===== src/rtl/pcp_pkg.sv =====
package pcp_pkg;

    // ****************************************
    // Widths
    // ****************************************
    localparam int         DATA_W       = 8;
    localparam int         ADDR_W       = 8;
    localparam int         CNT_W        = 8;
    localparam int         NUM_OUT      = 6;

    // ****************************************
    // Register offsets
    // ****************************************
    localparam logic [7:0] OFF_CMP0     = 8'h18;
    localparam logic [7:0] OFF_CMP1     = 8'h19;
    localparam logic [7:0] OFF_PERIOD   = 8'h1A;
    localparam logic [7:0] OFF_POLINV   = 8'h1B;
    localparam logic [7:0] OFF_MODE     = 8'h1C;
    localparam logic [7:0] OFF_OVR_EN   = 8'h1D;
    localparam logic [7:0] OFF_OVR_VAL  = 8'h1E;
    localparam logic [7:0] OFF_COUNT    = 8'h1F;
    localparam logic [7:0] OFF_ENA      = 8'h20;

    // ****************************************
    // Enable control field positions
    // ****************************************
    localparam int         ENA_GEN_BIT  = 7;
    localparam int         ENA_GSEL_BIT = 6;
    localparam int         ENA_RSTR_BIT = 2;
    localparam int         ENA_LOK_BIT  = 1;

    // ****************************************
    // Mode register field positions
    // ****************************************
    localparam int         MODE_MTG_BIT = 0;
    localparam int         MODE_WP_BIT  = 1;
    localparam int         MODE_GENB_BIT = 2;
    localparam int         MODE_GENC_BIT = 3;

    // ****************************************
    // Reset values
    // ****************************************
    localparam logic [7:0] ENA_RST      = 8'h00;
    localparam logic [7:0] CMP_RST      = 8'h00;
    localparam logic [7:0] PERIOD_RST   = 8'hFF;
    localparam logic [7:0] POLINV_RST   = 8'h00;
    localparam logic [7:0] MODE_RST     = 8'h00;
    localparam logic [7:0] OVR_RST      = 8'h00;

endpackage


===== src/rtl/pcp_cmp_if.sv =====
`timescale 1ns/100ps
interface pcp_cmp_if #(parameter int W = 8);
    logic [W-1:0]      cnt;
    logic [1:0][W-1:0] val;
    logic [1:0]        inv;
    logic [1:0]        hit;
    modport gen (output cnt, output val, output inv, input hit);
    modport cmp (input cnt, input val, input inv, output hit);
endinterface


===== src/rtl/pcp_compare.sv =====
`timescale 1ns/100ps
module pcp_compare #(
    parameter int W = 8
) (
    // Counter, compare values and polarity in, compare results out
    pcp_cmp_if.cmp cif
);

    // ****************************************
    // Per-output compare with polarity select
    // ****************************************
    genvar i;
    generate
        for (i = 0; i < 2; i++) begin : g_cmp
            wire below;
            wire above;
            assign below      = cif.cnt < cif.val[i];
            assign above      = cif.cnt > cif.val[i];
            assign cif.hit[i] = cif.inv[i] ? above : below;
        end
    endgenerate

endmodule


===== src/rtl/pcp_top.sv =====
// Summary of operation
// - Polarity 0 picks below or above compare 0
// - Polarity 1 picks below or above compare 1
// - Polarity change acts at once, not deferred
// - Single mode: enable drives generators A-C, outputs 0-5
// - Disabled outputs inactive unless override set
// - Multi mode: enable drives generator A, outputs 0-1
// - Enabling forces reload at cycle start
// - Select chooses local or global load-OK
// - Restart bit lets commutation restart generator A
// - Write protect freezes select and restart bits
`timescale 1ns/100ps
module pcp_top #(
    parameter int CNT_W = pcp_pkg::CNT_W
) (
    // Clock and reset
    input  wire logic                      mclk,
    input  wire logic                      srst,
    // Register port
    input  wire logic [pcp_pkg::ADDR_W-1:0] reg_addr,
    input  wire logic [pcp_pkg::DATA_W-1:0] reg_wdata,
    input  wire logic                      reg_wr,
    input  wire logic                      reg_rd,
    output logic      [pcp_pkg::DATA_W-1:0] reg_rdata,
    // Device-level events
    input  wire logic                      global_load_ok,
    input  wire logic                      commutation_evt,
    // Raw waveforms of generators B and C for outputs 2 to 5
    input  wire logic [3:0]                pwm_raw_bc,
    // PWM outputs and generator state
    output logic      [5:0]                pwm_out,
    output logic                           gen_a_run,
    output logic                           gen_b_run,
    output logic                           gen_c_run,
    output logic                           reload_evt
);

    // ****************************************
    // Address decode
    // ****************************************
    function automatic logic sel(input logic [7:0] a, input logic [7:0] off);
        sel = (a == off);
    endfunction

    wire wr_ena    = reg_wr && sel(reg_addr, pcp_pkg::OFF_ENA);
    wire wr_cmp0   = reg_wr && sel(reg_addr, pcp_pkg::OFF_CMP0);
    wire wr_cmp1   = reg_wr && sel(reg_addr, pcp_pkg::OFF_CMP1);
    wire wr_period = reg_wr && sel(reg_addr, pcp_pkg::OFF_PERIOD);
    wire wr_polinv = reg_wr && sel(reg_addr, pcp_pkg::OFF_POLINV);
    wire wr_mode   = reg_wr && sel(reg_addr, pcp_pkg::OFF_MODE);
    wire wr_ovr_en = reg_wr && sel(reg_addr, pcp_pkg::OFF_OVR_EN);
    wire wr_ovr_v  = reg_wr && sel(reg_addr, pcp_pkg::OFF_OVR_VAL);

    // ****************************************
    // State
    // ****************************************
    logic             gen_en_r;
    logic             gsel_r;
    logic             rstr_r;
    logic             lok_r;
    logic             gpend_r;
    logic             run_q_r;
    logic [7:0]       mode_r;
    logic [1:0]       polinv_r;
    logic [5:0]       ovr_en_r;
    logic [5:0]       ovr_val_r;
    logic [CNT_W-1:0] cmp0_sh_r;
    logic [CNT_W-1:0] cmp1_sh_r;
    logic [CNT_W-1:0] period_sh_r;
    logic [CNT_W-1:0] cmp0_r;
    logic [CNT_W-1:0] cmp1_r;
    logic [CNT_W-1:0] period_r;
    logic [CNT_W-1:0] cnt_r;
    logic [CNT_W-1:0] cnt_nxt;
    logic [5:0]       pwm_nxt;
    logic [7:0]       rd_mux;

    wire multi_generator_mode       = mode_r[pcp_pkg::MODE_MTG_BIT];
    wire wp        = mode_r[pcp_pkg::MODE_WP_BIT];
    wire run       = gen_en_r;
    wire cyc_start = run && (cnt_r == '0);
    wire first     = run && !run_q_r;
    wire load_ok   = gsel_r ? gpend_r : lok_r;
    wire reload    = cyc_start && (first || load_ok);
    wire restart   = run && rstr_r && commutation_evt;

    // ****************************************
    // Enable control register
    // ****************************************
    always_ff @(posedge mclk) begin
        if (srst) begin
            gen_en_r <= pcp_pkg::ENA_RST[pcp_pkg::ENA_GEN_BIT];
            gsel_r   <= pcp_pkg::ENA_RST[pcp_pkg::ENA_GSEL_BIT];
            rstr_r   <= pcp_pkg::ENA_RST[pcp_pkg::ENA_RSTR_BIT];
        end else if (wr_ena) begin
            gen_en_r <= reg_wdata[pcp_pkg::ENA_GEN_BIT];
            if (!wp) begin
                gsel_r <= reg_wdata[pcp_pkg::ENA_GSEL_BIT];
                rstr_r <= reg_wdata[pcp_pkg::ENA_RSTR_BIT];
            end
        end
    end

    // Local load-OK: written as one, consumed by a reload, set wins
    always_ff @(posedge mclk) begin
        if (srst) begin
            lok_r <= pcp_pkg::ENA_RST[pcp_pkg::ENA_LOK_BIT];
        end else if (wr_ena && reg_wdata[pcp_pkg::ENA_LOK_BIT]) begin
            lok_r <= 1'b1;
        end else if (reload && !gsel_r) begin
            lok_r <= 1'b0;
        end
    end

    // Global load-OK pulse held until a reload takes it
    always_ff @(posedge mclk) begin
        if (srst) begin
            gpend_r <= 1'b0;
        end else if (global_load_ok) begin
            gpend_r <= 1'b1;
        end else if (reload && gsel_r) begin
            gpend_r <= 1'b0;
        end
    end

    // ****************************************
    // Other software registers
    // ****************************************
    always_ff @(posedge mclk) begin
        if (srst) begin
            mode_r      <= pcp_pkg::MODE_RST;
            polinv_r    <= pcp_pkg::POLINV_RST[1:0];
            ovr_en_r    <= pcp_pkg::OVR_RST[5:0];
            ovr_val_r   <= pcp_pkg::OVR_RST[5:0];
            cmp0_sh_r   <= CNT_W'(pcp_pkg::CMP_RST);
            cmp1_sh_r   <= CNT_W'(pcp_pkg::CMP_RST);
            period_sh_r <= CNT_W'(pcp_pkg::PERIOD_RST);
        end else begin
            if (wr_mode)   mode_r      <= {4'h0, reg_wdata[3:0]};
            if (wr_polinv) polinv_r    <= reg_wdata[1:0];
            if (wr_ovr_en) ovr_en_r    <= reg_wdata[5:0];
            if (wr_ovr_v)  ovr_val_r   <= reg_wdata[5:0];
            if (wr_cmp0)   cmp0_sh_r   <= CNT_W'(reg_wdata);
            if (wr_cmp1)   cmp1_sh_r   <= CNT_W'(reg_wdata);
            if (wr_period) period_sh_r <= CNT_W'(reg_wdata);
        end
    end

    // ****************************************
    // Double-buffered working values
    // ****************************************
    always_ff @(posedge mclk) begin
        if (srst) begin
            cmp0_r   <= CNT_W'(pcp_pkg::CMP_RST);
            cmp1_r   <= CNT_W'(pcp_pkg::CMP_RST);
            period_r <= CNT_W'(pcp_pkg::PERIOD_RST);
        end else if (reload) begin
            cmp0_r   <= cmp0_sh_r;
            cmp1_r   <= cmp1_sh_r;
            period_r <= period_sh_r;
        end
    end

    // ****************************************
    // Generator A counter
    // ****************************************
    always_comb begin
        if (!run) begin
            cnt_nxt = '0;
        end else if (restart) begin
            cnt_nxt = '0;
        end else if (cnt_r >= period_r) begin
            cnt_nxt = '0;
        end else begin
            cnt_nxt = cnt_r + CNT_W'(1);
        end
    end

    always_ff @(posedge mclk) begin
        if (srst) begin
            cnt_r   <= '0;
            run_q_r <= 1'b0;
        end else begin
            cnt_r   <= cnt_nxt;
            run_q_r <= run;
        end
    end

    // ****************************************
    // Compare stage
    // ****************************************
    pcp_cmp_if #(.W(CNT_W)) cif ();

    assign cif.cnt    = cnt_r;
    assign cif.val[0] = cmp0_r;
    assign cif.val[1] = cmp1_r;
    assign cif.inv    = polinv_r;

    pcp_compare #(.W(CNT_W)) u_cmp (
        .cif (cif.cmp)
    );

    // ****************************************
    // Output enables and gating
    // ****************************************
    wire run_b = multi_generator_mode ? mode_r[pcp_pkg::MODE_GENB_BIT] : run;
    wire run_c = multi_generator_mode ? mode_r[pcp_pkg::MODE_GENC_BIT] : run;
    wire [5:0] out_en  = {run_c, run_c, run_b, run_b, run, run};
    wire [5:0] out_raw = {pwm_raw_bc, cif.hit};

    genvar k;
    generate
        for (k = 0; k < 6; k++) begin : g_out
            assign pwm_nxt[k] = ovr_en_r[k] ? ovr_val_r[k]
                                            : (out_en[k] && out_raw[k]);
        end
    endgenerate

    always_ff @(posedge mclk) begin
        if (srst) begin
            pwm_out    <= '0;
            reload_evt <= 1'b0;
        end else begin
            pwm_out    <= pwm_nxt;
            reload_evt <= reload;
        end
    end

    assign gen_a_run = run;
    assign gen_b_run = run_b;
    assign gen_c_run = run_c;

    // ****************************************
    // Read path
    // ****************************************
    always_comb begin
        case (reg_addr)
            pcp_pkg::OFF_ENA:     rd_mux = {gen_en_r, gsel_r, 3'h0, rstr_r, lok_r, 1'b0};
            pcp_pkg::OFF_CMP0:    rd_mux = 8'(cmp0_sh_r);
            pcp_pkg::OFF_CMP1:    rd_mux = 8'(cmp1_sh_r);
            pcp_pkg::OFF_PERIOD:  rd_mux = 8'(period_sh_r);
            pcp_pkg::OFF_POLINV:  rd_mux = {6'h00, polinv_r};
            pcp_pkg::OFF_MODE:    rd_mux = mode_r;
            pcp_pkg::OFF_OVR_EN:  rd_mux = {2'h0, ovr_en_r};
            pcp_pkg::OFF_OVR_VAL: rd_mux = {2'h0, ovr_val_r};
            pcp_pkg::OFF_COUNT:   rd_mux = 8'(cnt_r);
            default:              rd_mux = 8'h00;
        endcase
    end

    always_ff @(posedge mclk) begin
        if (srst) begin
            reg_rdata <= 8'h00;
        end else if (reg_rd) begin
            reg_rdata <= rd_mux;
        end else begin
            reg_rdata <= 8'h00;
        end
    end
endmodule


===== config.mk =====
export PLATFORM = sky130hd
export DESIGN_NAME = pcp_top
export DESIGN_NICKNAME = d
export VERILOG_FILES = /design/src/rtl/pcp_pkg.sv /design/src/rtl/pcp_cmp_if.sv /design/src/rtl/pcp_compare.sv /design/src/rtl/pcp_top.sv
export SDC_FILE = /design/constraint.sdc
export NUM_CORES = 1
export LEC_CHECK = 0
export ABC_AREA = 1
export ABC_CLOCK_PERIOD_IN_PS = 3600
export BUFFER_PORTS_ARGS = -buffer_cell sky130_fd_sc_hd__buf_4
export CAP_MARGIN = 0
export CELL_PAD_IN_SITES_DETAIL_PLACEMENT = 0
export CELL_PAD_IN_SITES_GLOBAL_PLACEMENT = 1
export CORE_ASPECT_RATIO = 1.25
export CORE_MARGIN = 4
export CORE_UTILIZATION = 47
export DETAILED_ROUTE_END_ITERATION = 10
export PLACE_DENSITY = 0.89
export SLEW_MARGIN = 10
export SYNTH_ARGS = -nofsm -noshare
export SYNTH_HDL_FRONTEND = slang
export SYNTH_HIERARCHICAL = 1
export SYNTH_SLANG_ARGS = --single-unit

===== constraint.sdc =====
create_clock -name mclk -period 3.6 [get_ports mclk]
set_input_delay 0.72 -clock mclk [delete_from_list [all_inputs] [get_ports mclk]]
set_output_delay 0.72 -clock mclk [all_outputs]
set_load 0.03 [all_outputs]

; Yosys cells after proc, flatten, opt, wreduce, memory -nomap -nowiden
; Index checks and enable logic that the tools add are counted.
[op_classes]
mux = 16
add_sub_neg = 1
magnitude_cmp = 5
bitwise = 3
eq_ne = 9
n_reduce_logical = 31
[op_table]
columns = cell, count
row1 = $pmux 8 s9, 1
row2 = $eq 8x5->1 const B, 8
row3 = $logic_and 1x1->1, 22
row4 = $gt 8x8->1, 2
row5 = $lt 8x8->1, 2
row6 = $mux 1, 15
row7 = $add 8x1->8 const B, 1
row8 = $eq 8x6->1 const B, 1
row9 = $ge 8x8->1, 1
row10 = $logic_not 8->1, 1
row11 = $reduce_bool 2->1, 2
row12 = $reduce_or 4->1, 1
row13 = $not 1->1, 3
row14 = $logic_not 1->1, 2
row15 = $reduce_and 2->1, 1
row16 = $reduce_or 2->1, 1
row17 = $logic_or 1x1->1, 1
[word_totals]
out_inout_bits = 18
register_bits = 95
in_bits = 26
elab_cells = 85

; Depth between registers and ports, before layout
; Gate-level depths: netlist (run 1).
[logic_depth]
word_depth = 7
ltp_mapped = 14
mapped_depth_nobuf = 14

; Modules after synthesis
; Netlist (run 1), hierarchy kept.
[by_module_without_submodules]
columns = mod, area_each_um2, seq_area_each_um2, cells_per_inst, instances
row1 = pcp_top, 4272.8, 1901.8, 571, 1
row2 = pcp_compare, 464.2, 0.0, 79, 1

; Least setup slack after synthesis (run 1)
; No wires, ideal clock.
[synth_path]
path_type = reg2out
start = reg mode_r[0]
end = out gen_b_run
required_time_ns = 2.880
stages_incl_launch_ff = 3
arrival_ns = 1.146
n_path_buf = 0
path_slack_ns = 1.734
cell_sequence = dfxtp_1 -> inv_1 -> o21ai_0
[synth_between]
elab_chain_len = 1
[synth_lines]
columns = item, line_no
row1 = from (decl), pcp_top.sv:63  ; logic [7:0] mode_r;
row2 = from (signal assigned), pcp_top.sv:131  ; mode_r <= pcp_pkg::MODE_RST;
row3 = from (signal assigned), pcp_top.sv:139  ; if (wr_mode) mode_r <= {4'h0, reg_wdata[3:0]};
row4 = $mux 1, pcp_top.sv:206  ; wire run_b = multi_generator_mode ? mode_r[pcp_pkg::MODE_GENB_BIT] : run;
row5 = to (decl), pcp_top.sv:33  ; output logic gen_b_run,
; Every way passes these cells.

; Final worst setup path (run 1)
[layout_path]
start = reg gen_en_r, in the netlist gen_a_run
end = out gen_c_run
[layout_between]
elab_chain_len = 1
[layout_lines]
columns = item, line_no
row1 = from (decl), pcp_top.sv:57  ; logic gen_en_r;
row2 = from (signal assigned), pcp_top.sv:92  ; gen_en_r <= pcp_pkg::ENA_RST[pcp_pkg::ENA_GEN_BIT];
row3 = from (signal assigned), pcp_top.sv:96  ; gen_en_r <= reg_wdata[pcp_pkg::ENA_GEN_BIT];
row4 = $mux 1, pcp_top.sv:207  ; wire run_c = multi_generator_mode ? mode_r[pcp_pkg::MODE_GENC_BIT] : run;
row5 = to (decl), pcp_top.sv:34  ; output logic gen_c_run,
; Every way passes these cells.

==> results of run 1 <==
==> critical path, stage by stage (launching register included) <==
cell and delay, ps:
dfxtp_1 590, nand2_1 120, o21ai_0 170, buf_4 230
==> how the worst max path moves through the flow <==
stage	start	endpoint	depth (start not counted)
5_1_grt	reg_addr[5]	ovr_en_r[2]	9
2_1_floorplan	mode_r[0]	gen_b_run	2
6_report	gen_a_run	gen_c_run	3
3_5_place_dp	reg_addr[5]	ovr_en_r[2]	9
3_3_place_gp	reg_addr[5]	ovr_en_r[2]	9
4_1_cts	gen_a_run	gen_c_run	3
==> power by group <==
group	leakage, uW	internal, uW	switching, uW
sequential	0.000766	1050	1.62
clock	0.000141	553	398
combinational	0.00139	32.5	70.7
==> per-stage QoR <==
| step | hold slack [ps] | worst slack (ps) | cell area [um2] |
|---|---|---|---|
| global placement | 458 | 1220 | 5080 |
| CTS | 477 | 1440 | 5380 |
| detailed placement | 460 | 1150 | 5080 |
| finish | 471 | 1420 | 5380 |
| floorplan | 436 | 1730 | 4740 |
| global route | 496 | 1300 | 5380 |
==> logic make-up (layout without fill, tap and decap cells) <==
family | count (synthesis) | count (layout)
buffers and inverters | 103 | 141
AND/OR/NAND/NOR | 293 | 293
AO/OA/AOI/OAI | 128 | 128
XOR/XNOR | 5 | 5
adder cells (fa/ha/maj) | 26 | 26
flip-flops | 95 | 95
==> cell usage in the layout (no fill, tap or decap) <==
cell type   synthesis  layout
xnor2_1             1       1
o22ai_1             1       1
inv_2               2       2
nand4_1             8       8
clkbuf_16           0       9
nand2_2             9       9
nor3_1             12      12
buf_4               2      45
nand2_4             3       3
a21o_1              3       3
o211ai_1            5       5
a21oi_2             2       2
inv_1              78      78
nand3_1            68      68
xor2_1              4       4
nand2_1           110     110
nor2_4              6       6
bufinv_16           0       1
o21ai_2             2       2
dfxtp_1            95      95
nor2_2              5       5
o21ai_0            47      47
a211oi_1            1       1
clkinvlp_4          0       2
o21ai_1             9       9
clkinv_4            0       1
nor3_2              1       1
a21oi_1            58      58
clkinv_2            0       1
nor2_1             71      71
inv_4               1       1
ha_1               26      26
clkbuf_8            0       1
==> area by class of cell <==
class	count	area [um2]	area share
clock buffers	10	239	0.0444
clock inverters	5	58.8	0.0109
inverters	81	307	0.0570
multi-input cells	452	2380	0.442
flip-flops and latches	95	1900	0.354
well taps	126	158	0.0293
repair buffers	45	338	0.0628
==> registers in the layout (all words and copies together) (netlist names) <==
register     count
run_q_r          1
reload_evt       1
cmp0_sh_r        8
ovr_en_r         6
mode_r           4
gsel_r           1
gpend_r          1
period_sh_r      8
cmp1_sh_r        8
reg_rdata        8
cif.cnt          8
pwm_out          6
cif.inv          2
ovr_val_r        6
gen_a_run        1
cmp0_r           8
cmp1_r           8
lok_r            1
period_r         8
rstr_r           1
==> metal layers <==
layer,routed length [um],vias to the layer above,global-route usage
met5,0,-,0
met1,5580,1996,0.278
li1,-,2188,-
met4,580,0,0.119
met3,648,36,0.0427
met2,6210,135,0.387
==> qor.csv, run 1 <==
stage,metric,value,unit
finish,final core utilization,0.554,
floorplan,Ports,44,
placement,RD Place Congestion,0.901,
synth,adder-cell share of the synthesized area,0.0687,
critical_path,RR Endpoint,period_r[6],
worst_hold_path,hold depth,2,
routing,DR WL/cell,16.0,um
timing,max_slew headroom,0.541,
synth,most frequent cell after synthesis,nand2_1,
timing,setup TNS,0,ps
floorplan,die area,11800,um2
floorplan,CORE AREA,9710,um2
synth,syn_nets,702,
timing,Worst Tran Pin Value,687,ps
clocking,CTS resizes,0,
timing,Final Max Tran Viols,0,
pwr,PwrDens,392,nW/um2
routing,drt total wl,13.0,mm
finish,Area Overhead vs Synth,13.5,%
synth,ys flop type,dfxtp_1,
critical_path,Setup CP Type,reg -> out,
outcome,outcome,"complete, no violations",
routing,DR pass1 iterations,5,
synth,Cell variety after synth,32,
grt,antenna violations before repair,0,
floorplan,Initial Util,0.488,
timing,max frequency,0.460,GHz
critical_path,data arrival time of the worst path,1460,ps
synth,ys async rst share,0,
floorplan,Die X,97.8,um
grt,first-pass GRT wire length,21.1,mm
worst_hold_path,Hold/Removal Path Class,reg -> reg,
routing,via-per-instance ratio,5.35,
clocking,clk slew on worst S/H paths,70,ps
critical_path,worst reg2reg setup slack,1560,ps
pwr,leakage power,0.00230,uW
synth,largest family of logic cells by synthesized area,simple AND/OR/NAND/NOR gates,
clocking,clk_lat worst skew,340,ps
clocking,depth of the CTS H-tree,3,
clocking,clk buf depth,2,
timing,min Tclk post-route,2180,ps
synth,Post-synth EDFFs,0,
routing,First DRT Iteration DRCs,302,
synth,Post-Synth Simple-Gate Area,0.281,
synth,cell taking the most area after synthesis,dfxtp_1,
synth,syn_area_per_cell,7.29,um2
critical_path,Reg-to-Reg Start,cif.cnt[0],
routing,DRC,0,
worst_hold_path,WHS Endpoint,period_r[3],
timing,Setup Skew,8.08,ps
synth,Synth Warn #,6,
timing,unrepaired setup endpoints after global routing,no,
synth,Synth top area share,0.401,
critical_path,reg2reg path depth,8,
finish,Final #Nets,736,
critical_path,Required @ worst endpoint,2880,ps
clocking,clock buffer count from CTS,9,
synth,Seq cells post-synth,95,
finish,Diodes inserted,0,
synth,post-synthesis mux area share,0,
grt,pin count of the biggest net entering global routing,34,
flow_run,Max-cap violations,0,
finish,layout cell share with drive strength beyond 1,0.132,
clocking,post-CTS setup buffers,0,
synth,register area share after synthesis,0.401,
synth,most frequent cells after synthesis,"nand2_1 (110), dfxtp_1 (95), inv_1 (78)",
grt,global route total overflow,0,
critical_path,Critical Path End Type,output pin,
grt,GRT Total Usage,0.229,
synth,synth top area cells,"dfxtp_1 (40%), nand2_1 (8.7%), nand3_1 (7.2%)",
synth,Post-Synthesis Cells,650,
placement,dpl cells,799,
critical_path,"Max FO, Critical Path",7,
critical_path,critical path launch point type,flop,
pwr,peak supply drop,292,uV
synth,Post-Syn Area,4740,um2
synth,post-synthesis xor/xnor area fraction,0.00924,
routing,Routed Antenna Nets,0,
finish,"non-filler cells, final",814,
clocking,CTS Root Cell,clkbuf_16,
clocking,CTS tree,done,
synth,post-synthesis compound-gate area fraction,0.143,
placement,Final HPWL DP,9.77,mm
floorplan,Core Rows,40,
timing,"Period Utilization, post-route",0.605,
floorplan,DIE HEIGHT,120,um
finish,# fillers,985,
clocking,hold buffers post-CTS,0,
pwr,overall power,2110,uW
timing,Final Hold Violating Endpoints,0,
placement,Port-buffer cells,43,
clocking,clock sink count,95,
grt,vias in the first global route,4172,
routing,DR vias,4355,
worst_hold_path,HP Start,period_r[3],
timing,number of setup violations in the final report,0,
(Power assumes the default switching activity.)
==> run 2, diff against run 1 <==
Settings changed: ABC_AREA 1 to 0, ABC_CLOCK_PERIOD_IN_PS 3600 to 2200, CORE_UTILIZATION 47 to 46, PLACE_DENSITY 0.89 to 0.84.
Clock period 3.6 ns to 2.2 ns, I/O delays scaled along.
==> run 2 against run 1 <==
Compared with the run above:
- area after synthesis fell by 2.7%
- hold slack got worse by 140 ps
- sequential cell count did not move
- sequential power rose by 64%
- largest cell class unchanged
- final area rose by 1.5%
- highest routed layer unchanged
- clock skew fell by 3.7 ps
- final cell count fell by 18%
==> qor.csv, run 2 <==
stage,metric,value,unit
floorplan,CORE AREA,9710,um2
routing,routed wl met3,627,um
grt,vias in the first global route,3725,
pwr,Int Pwr,2670,uW
critical_path,RR Endpoint,pwm_out[1],
timing,min Tclk post-route,2100,ps
routing,DR vias,3743,
timing,max frequency,0.476,GHz
grt,antenna violations before repair,0,
synth,Synth top area share,0.413,
finish,Diodes inserted,0,
pwr,Seq pwr share,0.505,
clocking,depth of the CTS H-tree,3,
placement,Port-buffer cells,43,
synth,most frequent cells after synthesis,"dfxtp_1 (95), nor2_1 (77), mux2i_1 (64)",
timing,Setup Skew,4.41,ps
synth,Post-Syn Area,4610,um2
routing,First DRT Iteration DRCs,190,
pwr,combinational power share,0.046,
finish,"most common cell after layout, fill and taps aside",dfxtp_1,
synth,Cell variety after synth,45,
synth,Synth Warn #,6,
finish,Final #Nets,586,
grt,GRT Total Usage,0.208,
timing,"Period Utilization, post-route",0.954,
routing,DR pass1 iterations,5,
critical_path,critical path launch point type,flop,
routing,M1 wire length,4.87,mm
routing,DRC,0,
worst_hold_path,HP Start,global_load_ok,
routing,top sig layer,met4,
synth,ys async rst share,0,
clocking,clk_lat worst skew,340,ps
worst_hold_path,hold depth,3,
synth,synth top area cells,"dfxtp_1 (41%), mux2i_1 (14%), ha_1 (7.1%)",
routing,drt total wl,11.9,mm
clocking,clk slew on worst S/H paths,60,ps
synth,register area share after synthesis,0.413,
critical_path,Critical Path End Type,flop,
clocking,clock sink count,95,
synth,ys flop type,dfxtp_1,
synth,Post-synth EDFFs,0,
timing,max_slew headroom,0.546,
pwr,overall power,3410,uW
synth,Seq cells post-synth,95,
finish,# fillers,884,
grt,first-pass GRT wire length,19.1,mm
outcome,outcome,"complete, no violations",
critical_path,data arrival time of the worst path,2380,ps
floorplan,Die X,97.5,um
flow_run,Max-cap violations,0,
floorplan,Core Rows,40,
clocking,clock buffer count from CTS,9,
critical_path,reg2reg path depth,10,
timing,number of setup violations in the final report,0,
timing,Worst Tran Pin Value,681,ps
grt,pin count of the biggest net entering global routing,44,
critical_path,"Max FO, Critical Path",6,
finish,FF+latch area,1910,um2
routing,via-per-instance ratio,5.63,
clocking,CTS tree,done,
pwr,Sw Pwr,740,uW
timing,Final Hold Violating Endpoints,0,
finish,"commonest cells after routing, fill and taps aside","dfxtp_1 (90), nor2_1 (76), mux2i_1 (64), buf_4 (57), inv_1 (29)",
worst_hold_path,Hold/Removal Path Class,in -> reg,
placement,RD Place Congestion,0.810,
finish,Area Overhead vs Synth,18.5,%
floorplan,DIE HEIGHT,120,um
grt,global route total overflow,0,
timing,Hold WS,332,ps
timing,unrepaired setup endpoints after global routing,yes,
routing,DR WL met2,6.04,mm
synth,syn_area_per_cell,9.40,um2
clocking,clk buf depth,2,
clocking,CTS Root Cell,clkbuf_16,
critical_path,Reg-to-Reg Start,cif.cnt[1],
finish,"non-filler cells, final",665,
worst_hold_path,WHS Endpoint,gpend_r,
critical_path,Setup crit start,cif.cnt[1],
pwr,leakage power,0.00245,uW
pwr,Clock Power Share,0.449,
critical_path,Required @ worst endpoint,2480,ps
timing,Final Max Tran Viols,0,
synth,cell taking the most area after synthesis,dfxtp_1,
synth,syn_nets,542,
pwr,peak supply drop,427,uV
critical_path,worst reg2reg setup slack,100,ps
critical_path,Setup CP Type,reg -> reg,
pwr,Switching Share,0.217,
placement,dpl cells,647,
floorplan,Initial Util,0.474,
floorplan,die area,11700,um2
routing,DR WL/cell,17.9,um
floorplan,Ports,44,
synth,most frequent cell after synthesis,dfxtp_1,
synth,Post-Synthesis Cells,490,
finish,area of the multi-input gates,2530,um2
pwr,PwrDens,624,nW/um2
placement,Final HPWL DP,8.64,mm
timing,setup TNS,0,ps
finish,layout cell share with drive strength beyond 1,0.191,
routing,Routed Antenna Nets,0,
run 2: logic make-up after synthesis:
family,count (synthesis),share of synthesized area
mux,71,0.166
flops,95,0.413
buf+inv,55,0.0497
xor+xnor,6,0.0114
fa+ha+maj,26,0.0706
simple gates,161,0.176
compound gates,76,0.113
run 2: worst max path at each step:
stage / to / slack [ps] / depth (start not counted)
2_1_floorplan: pwm_out[0] / 340 / 10
3_3_place_gp: pwm_out[0] / -70 / 10
3_5_place_dp: pwm_out[0] / -60 / 10
4_1_cts: pwm_out[0] / 60 / 10
5_1_grt: pwm_out[1] / -60 / 9
6_report: pwm_out[1] / 100 / 10
run 2: what timing repair did:
| item | in CTS | in global routing |
|---|---|---|
| hold buffers | 0 | 0 |
| pin swaps | 0 | 7 |
| setup endpoints to repair | 2 | 2 |
| setup buffers | 0 | 2 |
| resized for setup | 2 | 14 |
| gates cloned | 0 | 0 |
run 2: stage by stage:
| step | instance area (um2) | utilization | worst slack, ps |
|---|---|---|---|
| 6_report | 5460 | 0.562 | 101 |
| 3_5_place_dp | 5080 | 0.523 | -62.3 |
| 5_1_grt | 5460 | 0.562 | -61.9 |
| 4_1_cts | 5380 | 0.554 | 56.5 |
| 3_3_place_gp | 5080 | 0.523 | -66.4 |
| 2_1_floorplan | 4610 | - | 339 |
run 2: power by group through the flow:
stage	Combinational, uW	Sequential (uW)	Clock, uW
global placement	155	1760	0
finish	157	1720	1530
detailed placement	155	1760	0
global route	168	1720	1610
CTS	156	1720	1550
floorplan	84.3	1760	0
run 2: area by class of cell:
class / instances / share of cell area
clock inverter: 2 / 0.00229
inverter: 30 / 0.0206
tap: 126 / 0.0289
sequential: 95 / 0.350
multi-input combinational: 340 / 0.464
clock buffer: 14 / 0.0520
timing repair buffer: 58 / 0.0821
run 2: critical path, cell delays in order (launching register included):
cell,delay [ps]
dfxtp_4,400
ha_4,210
nor2b_4,120
o211ai_1,190
a21oi_2,100
a2111oi_4,340
mux2i_1,300
nand2_1,100
nor2_2,120
a21oi_2,50
nor2_1,100
run 2: layer usage:
metal | global-route usage | up-vias
met5 | 0 | -
met4 | 0.0909 | 0
met3 | 0.0384 | 27
met2 | 0.358 | 118
met1 | 0.252 | 1778
li1 | - | 1820
==> run 3, diff against run 2 <==
Settings changed: CORE_UTILIZATION 46 to 40, PLACE_DENSITY 0.84 to 0.75.
==> run 3 against run 2 <==
Compared with the run above:
- clock skew rose by 0.90 ps
- core utilization is 7.1 points lower
- non-clock buffer count shrank 2
- largest cell class unchanged
- clock power grew 33%
- critical path type unchanged
- via count shrank 2.5%
- hold slack improved by 2.9 ps
==> qor.csv, run 3 (synthesized netlist as in run 2, its figures left out) <==
stage,metric,value,unit
placement,Port-buffer cells,43,
clocking,clk_lat worst skew,340,ps
timing,Setup Skew,5.32,ps
critical_path,"most used cell, CP",nor2_1,
timing,number of setup violations in the final report,0,
finish,Area Overhead vs Synth,19.3,%
pwr,leakage power,0.00248,uW
timing,max frequency,0.499,GHz
critical_path,reg2reg path depth,9,
timing,Final Hold Violating Endpoints,0,
floorplan,CORE AREA,11200,um2
finish,Final #Nets,584,
grt,vias in the first global route,3600,
timing,Final Max Tran Viols,0,
critical_path,"Max FO, Critical Path",6,
floorplan,DIE HEIGHT,128,um
worst_hold_path,hold depth,3,
critical_path,CP bufs+invs,0,
pwr,peak supply drop,351,uV
critical_path,cell family with the largest share of critical-path delay,flip-flops,
grt,GRT Total Usage,0.189,
grt,global route total overflow,0,
timing,max_slew headroom,0.490,
placement,RD Place Congestion,0.844,
critical_path,Setup CP Type,reg -> reg,
outcome,outcome,"complete, no violations",
timing,Worst Tran Pin Value,766,ps
routing,DRC,0,
critical_path,Critical Path End Type,flop,
pwr,PwrDens,712,nW/um2
critical_path,crit path max-delay cell type,dfxtp_1,
clocking,depth of the CTS H-tree,3,
floorplan,Die X,104,um
grt,antenna violations before repair,0,
routing,drt total wl,12.2,mm
finish,layout cell share with drive strength beyond 1,0.173,
floorplan,Initial Util,0.412,
critical_path,data arrival time of the worst path,2280,ps
clocking,CTS Root Cell,clkbuf_16,
floorplan,Core Rows,43,
clocking,hold buffers post-CTS,0,
grt,pin count of the biggest net entering global routing,43,
timing,setup TNS,0,ps
critical_path,slowest cell delay on critical path,540,ps
critical_path,critical path launch point type,flop,
finish,Diodes inserted,0,
timing,unrepaired setup endpoints after global routing,no,
routing,via-per-instance ratio,5.43,
critical_path,CP Cell Sequence,"ha_1, nand4_1, a21oi_2, a2111oi_2, mux2i_1, nand2_1, nor2_1, a21oi_1, nor2_1",
routing,First DRT Iteration DRCs,202,
finish,"most common cell after layout, fill and taps aside",dfxtp_1,
critical_path,Required @ worst endpoint,2480,ps
finish,"commonest cells after routing, fill and taps aside","dfxtp_1 (94), nor2_1 (77), mux2i_1 (64), buf_4 (55)",
timing,"Period Utilization, post-route",0.912,
routing,Routed Antenna Nets,0,
floorplan,Ports,44,
flow_run,Max-cap violations,0,
clocking,clk slew on worst S/H paths,60,ps
floorplan,die area,13300,um2
clocking,clock buffer count from CTS,9,
placement,Final HPWL DP,9.03,mm
worst_hold_path,Hold/Removal Path Class,in -> reg,
routing,DR vias,3648,
routing,DR pass1 iterations,4,
grt,first-pass GRT wire length,19.5,mm
clocking,clk buf depth,2,
routing,DR WL/cell,18.2,um
timing,min Tclk post-route,2010,ps
critical_path,critical path depth,9,
clocking,CTS tree,done,
finish,final core utilization,0.491,
clocking,clock sink count,95,
-- run 3: changes by cell type in the layout (fill, tap and decap cells not counted), moves of 2 or more --
| cell | previous run | this run |
|---|---|---|
| a21oi_2 | 3 | 1 |
| dfxtp_4 | 2 | 0 |
| clkbuf_8 | 4 | 1 |
| a21oi_1 | 28 | 30 |
| dfxtp_2 | 3 | 1 |
| a2111oi_4 | 2 | 0 |
| bufinv_16 | 0 | 5 |
| dfxtp_1 | 90 | 94 |
| a2111oi_2 | 0 | 2 |
| buf_4 | 57 | 55 |
-- run 3: path summary, 6_finish.rpt --
path / start / slack (ps) / endpoint
worst min-delay path: global_load_ok / 330 / gpend_r
worst min register to register: ovr_val_r[3] / 480 / pwm_out[3]
worst max register to register: cif.cnt[7] / 190 / pwm_out[0]
worst max-delay path: cif.cnt[7] / 190 / pwm_out[0]
-- run 3: final cells by class --
class | instances | area, um2
multi-input cells | 340 | 2480
well taps | 135 | 169
fillers | 1065 | 5700
inverters | 30 | 113
flip-flops and latches | 95 | 1900
clock inverters | 6 | 155
repair buffers | 56 | 433
clock buffers | 10 | 239
-- run 3: report_power, final --
part | internal (uW) | switching, uW
sequential | 1720 | 1.65
clock | 1370 | 659
combinational | 59.9 | 98.1
-- run 3: tightest hold or removal path, stage by stage --
cell and delay [ps]:
buf_4 70, inv_1 30, a21oi_1 90
-- run 3: metrics by stage --
stage	power [uW]	hold slack, ps	worst slack, ps	std cells	instance area, um2
final	3910	335	194	672	5490
after floorplan	1850	444	339	490	4610
after global placement	1920	466	60.2	656	5090
after detailed placement	1920	476	64.0	656	5090
after global routing	4010	347	86.0	672	5490
after CTS	3940	329	51.7	672	5490
-- run 3: per-layer routing --
metal	global-route usage	wire length [um]
met4	0.104	476
met3	0.0307	345
met2	0.320	6010
met1	0.230	5360
met5	0	0
-- run 3: timing repair --
action                     in CTS  in global routing
setup buffers                   0                  0
gates resized for setup         0                  2
setup endpoints to repair       0                 10
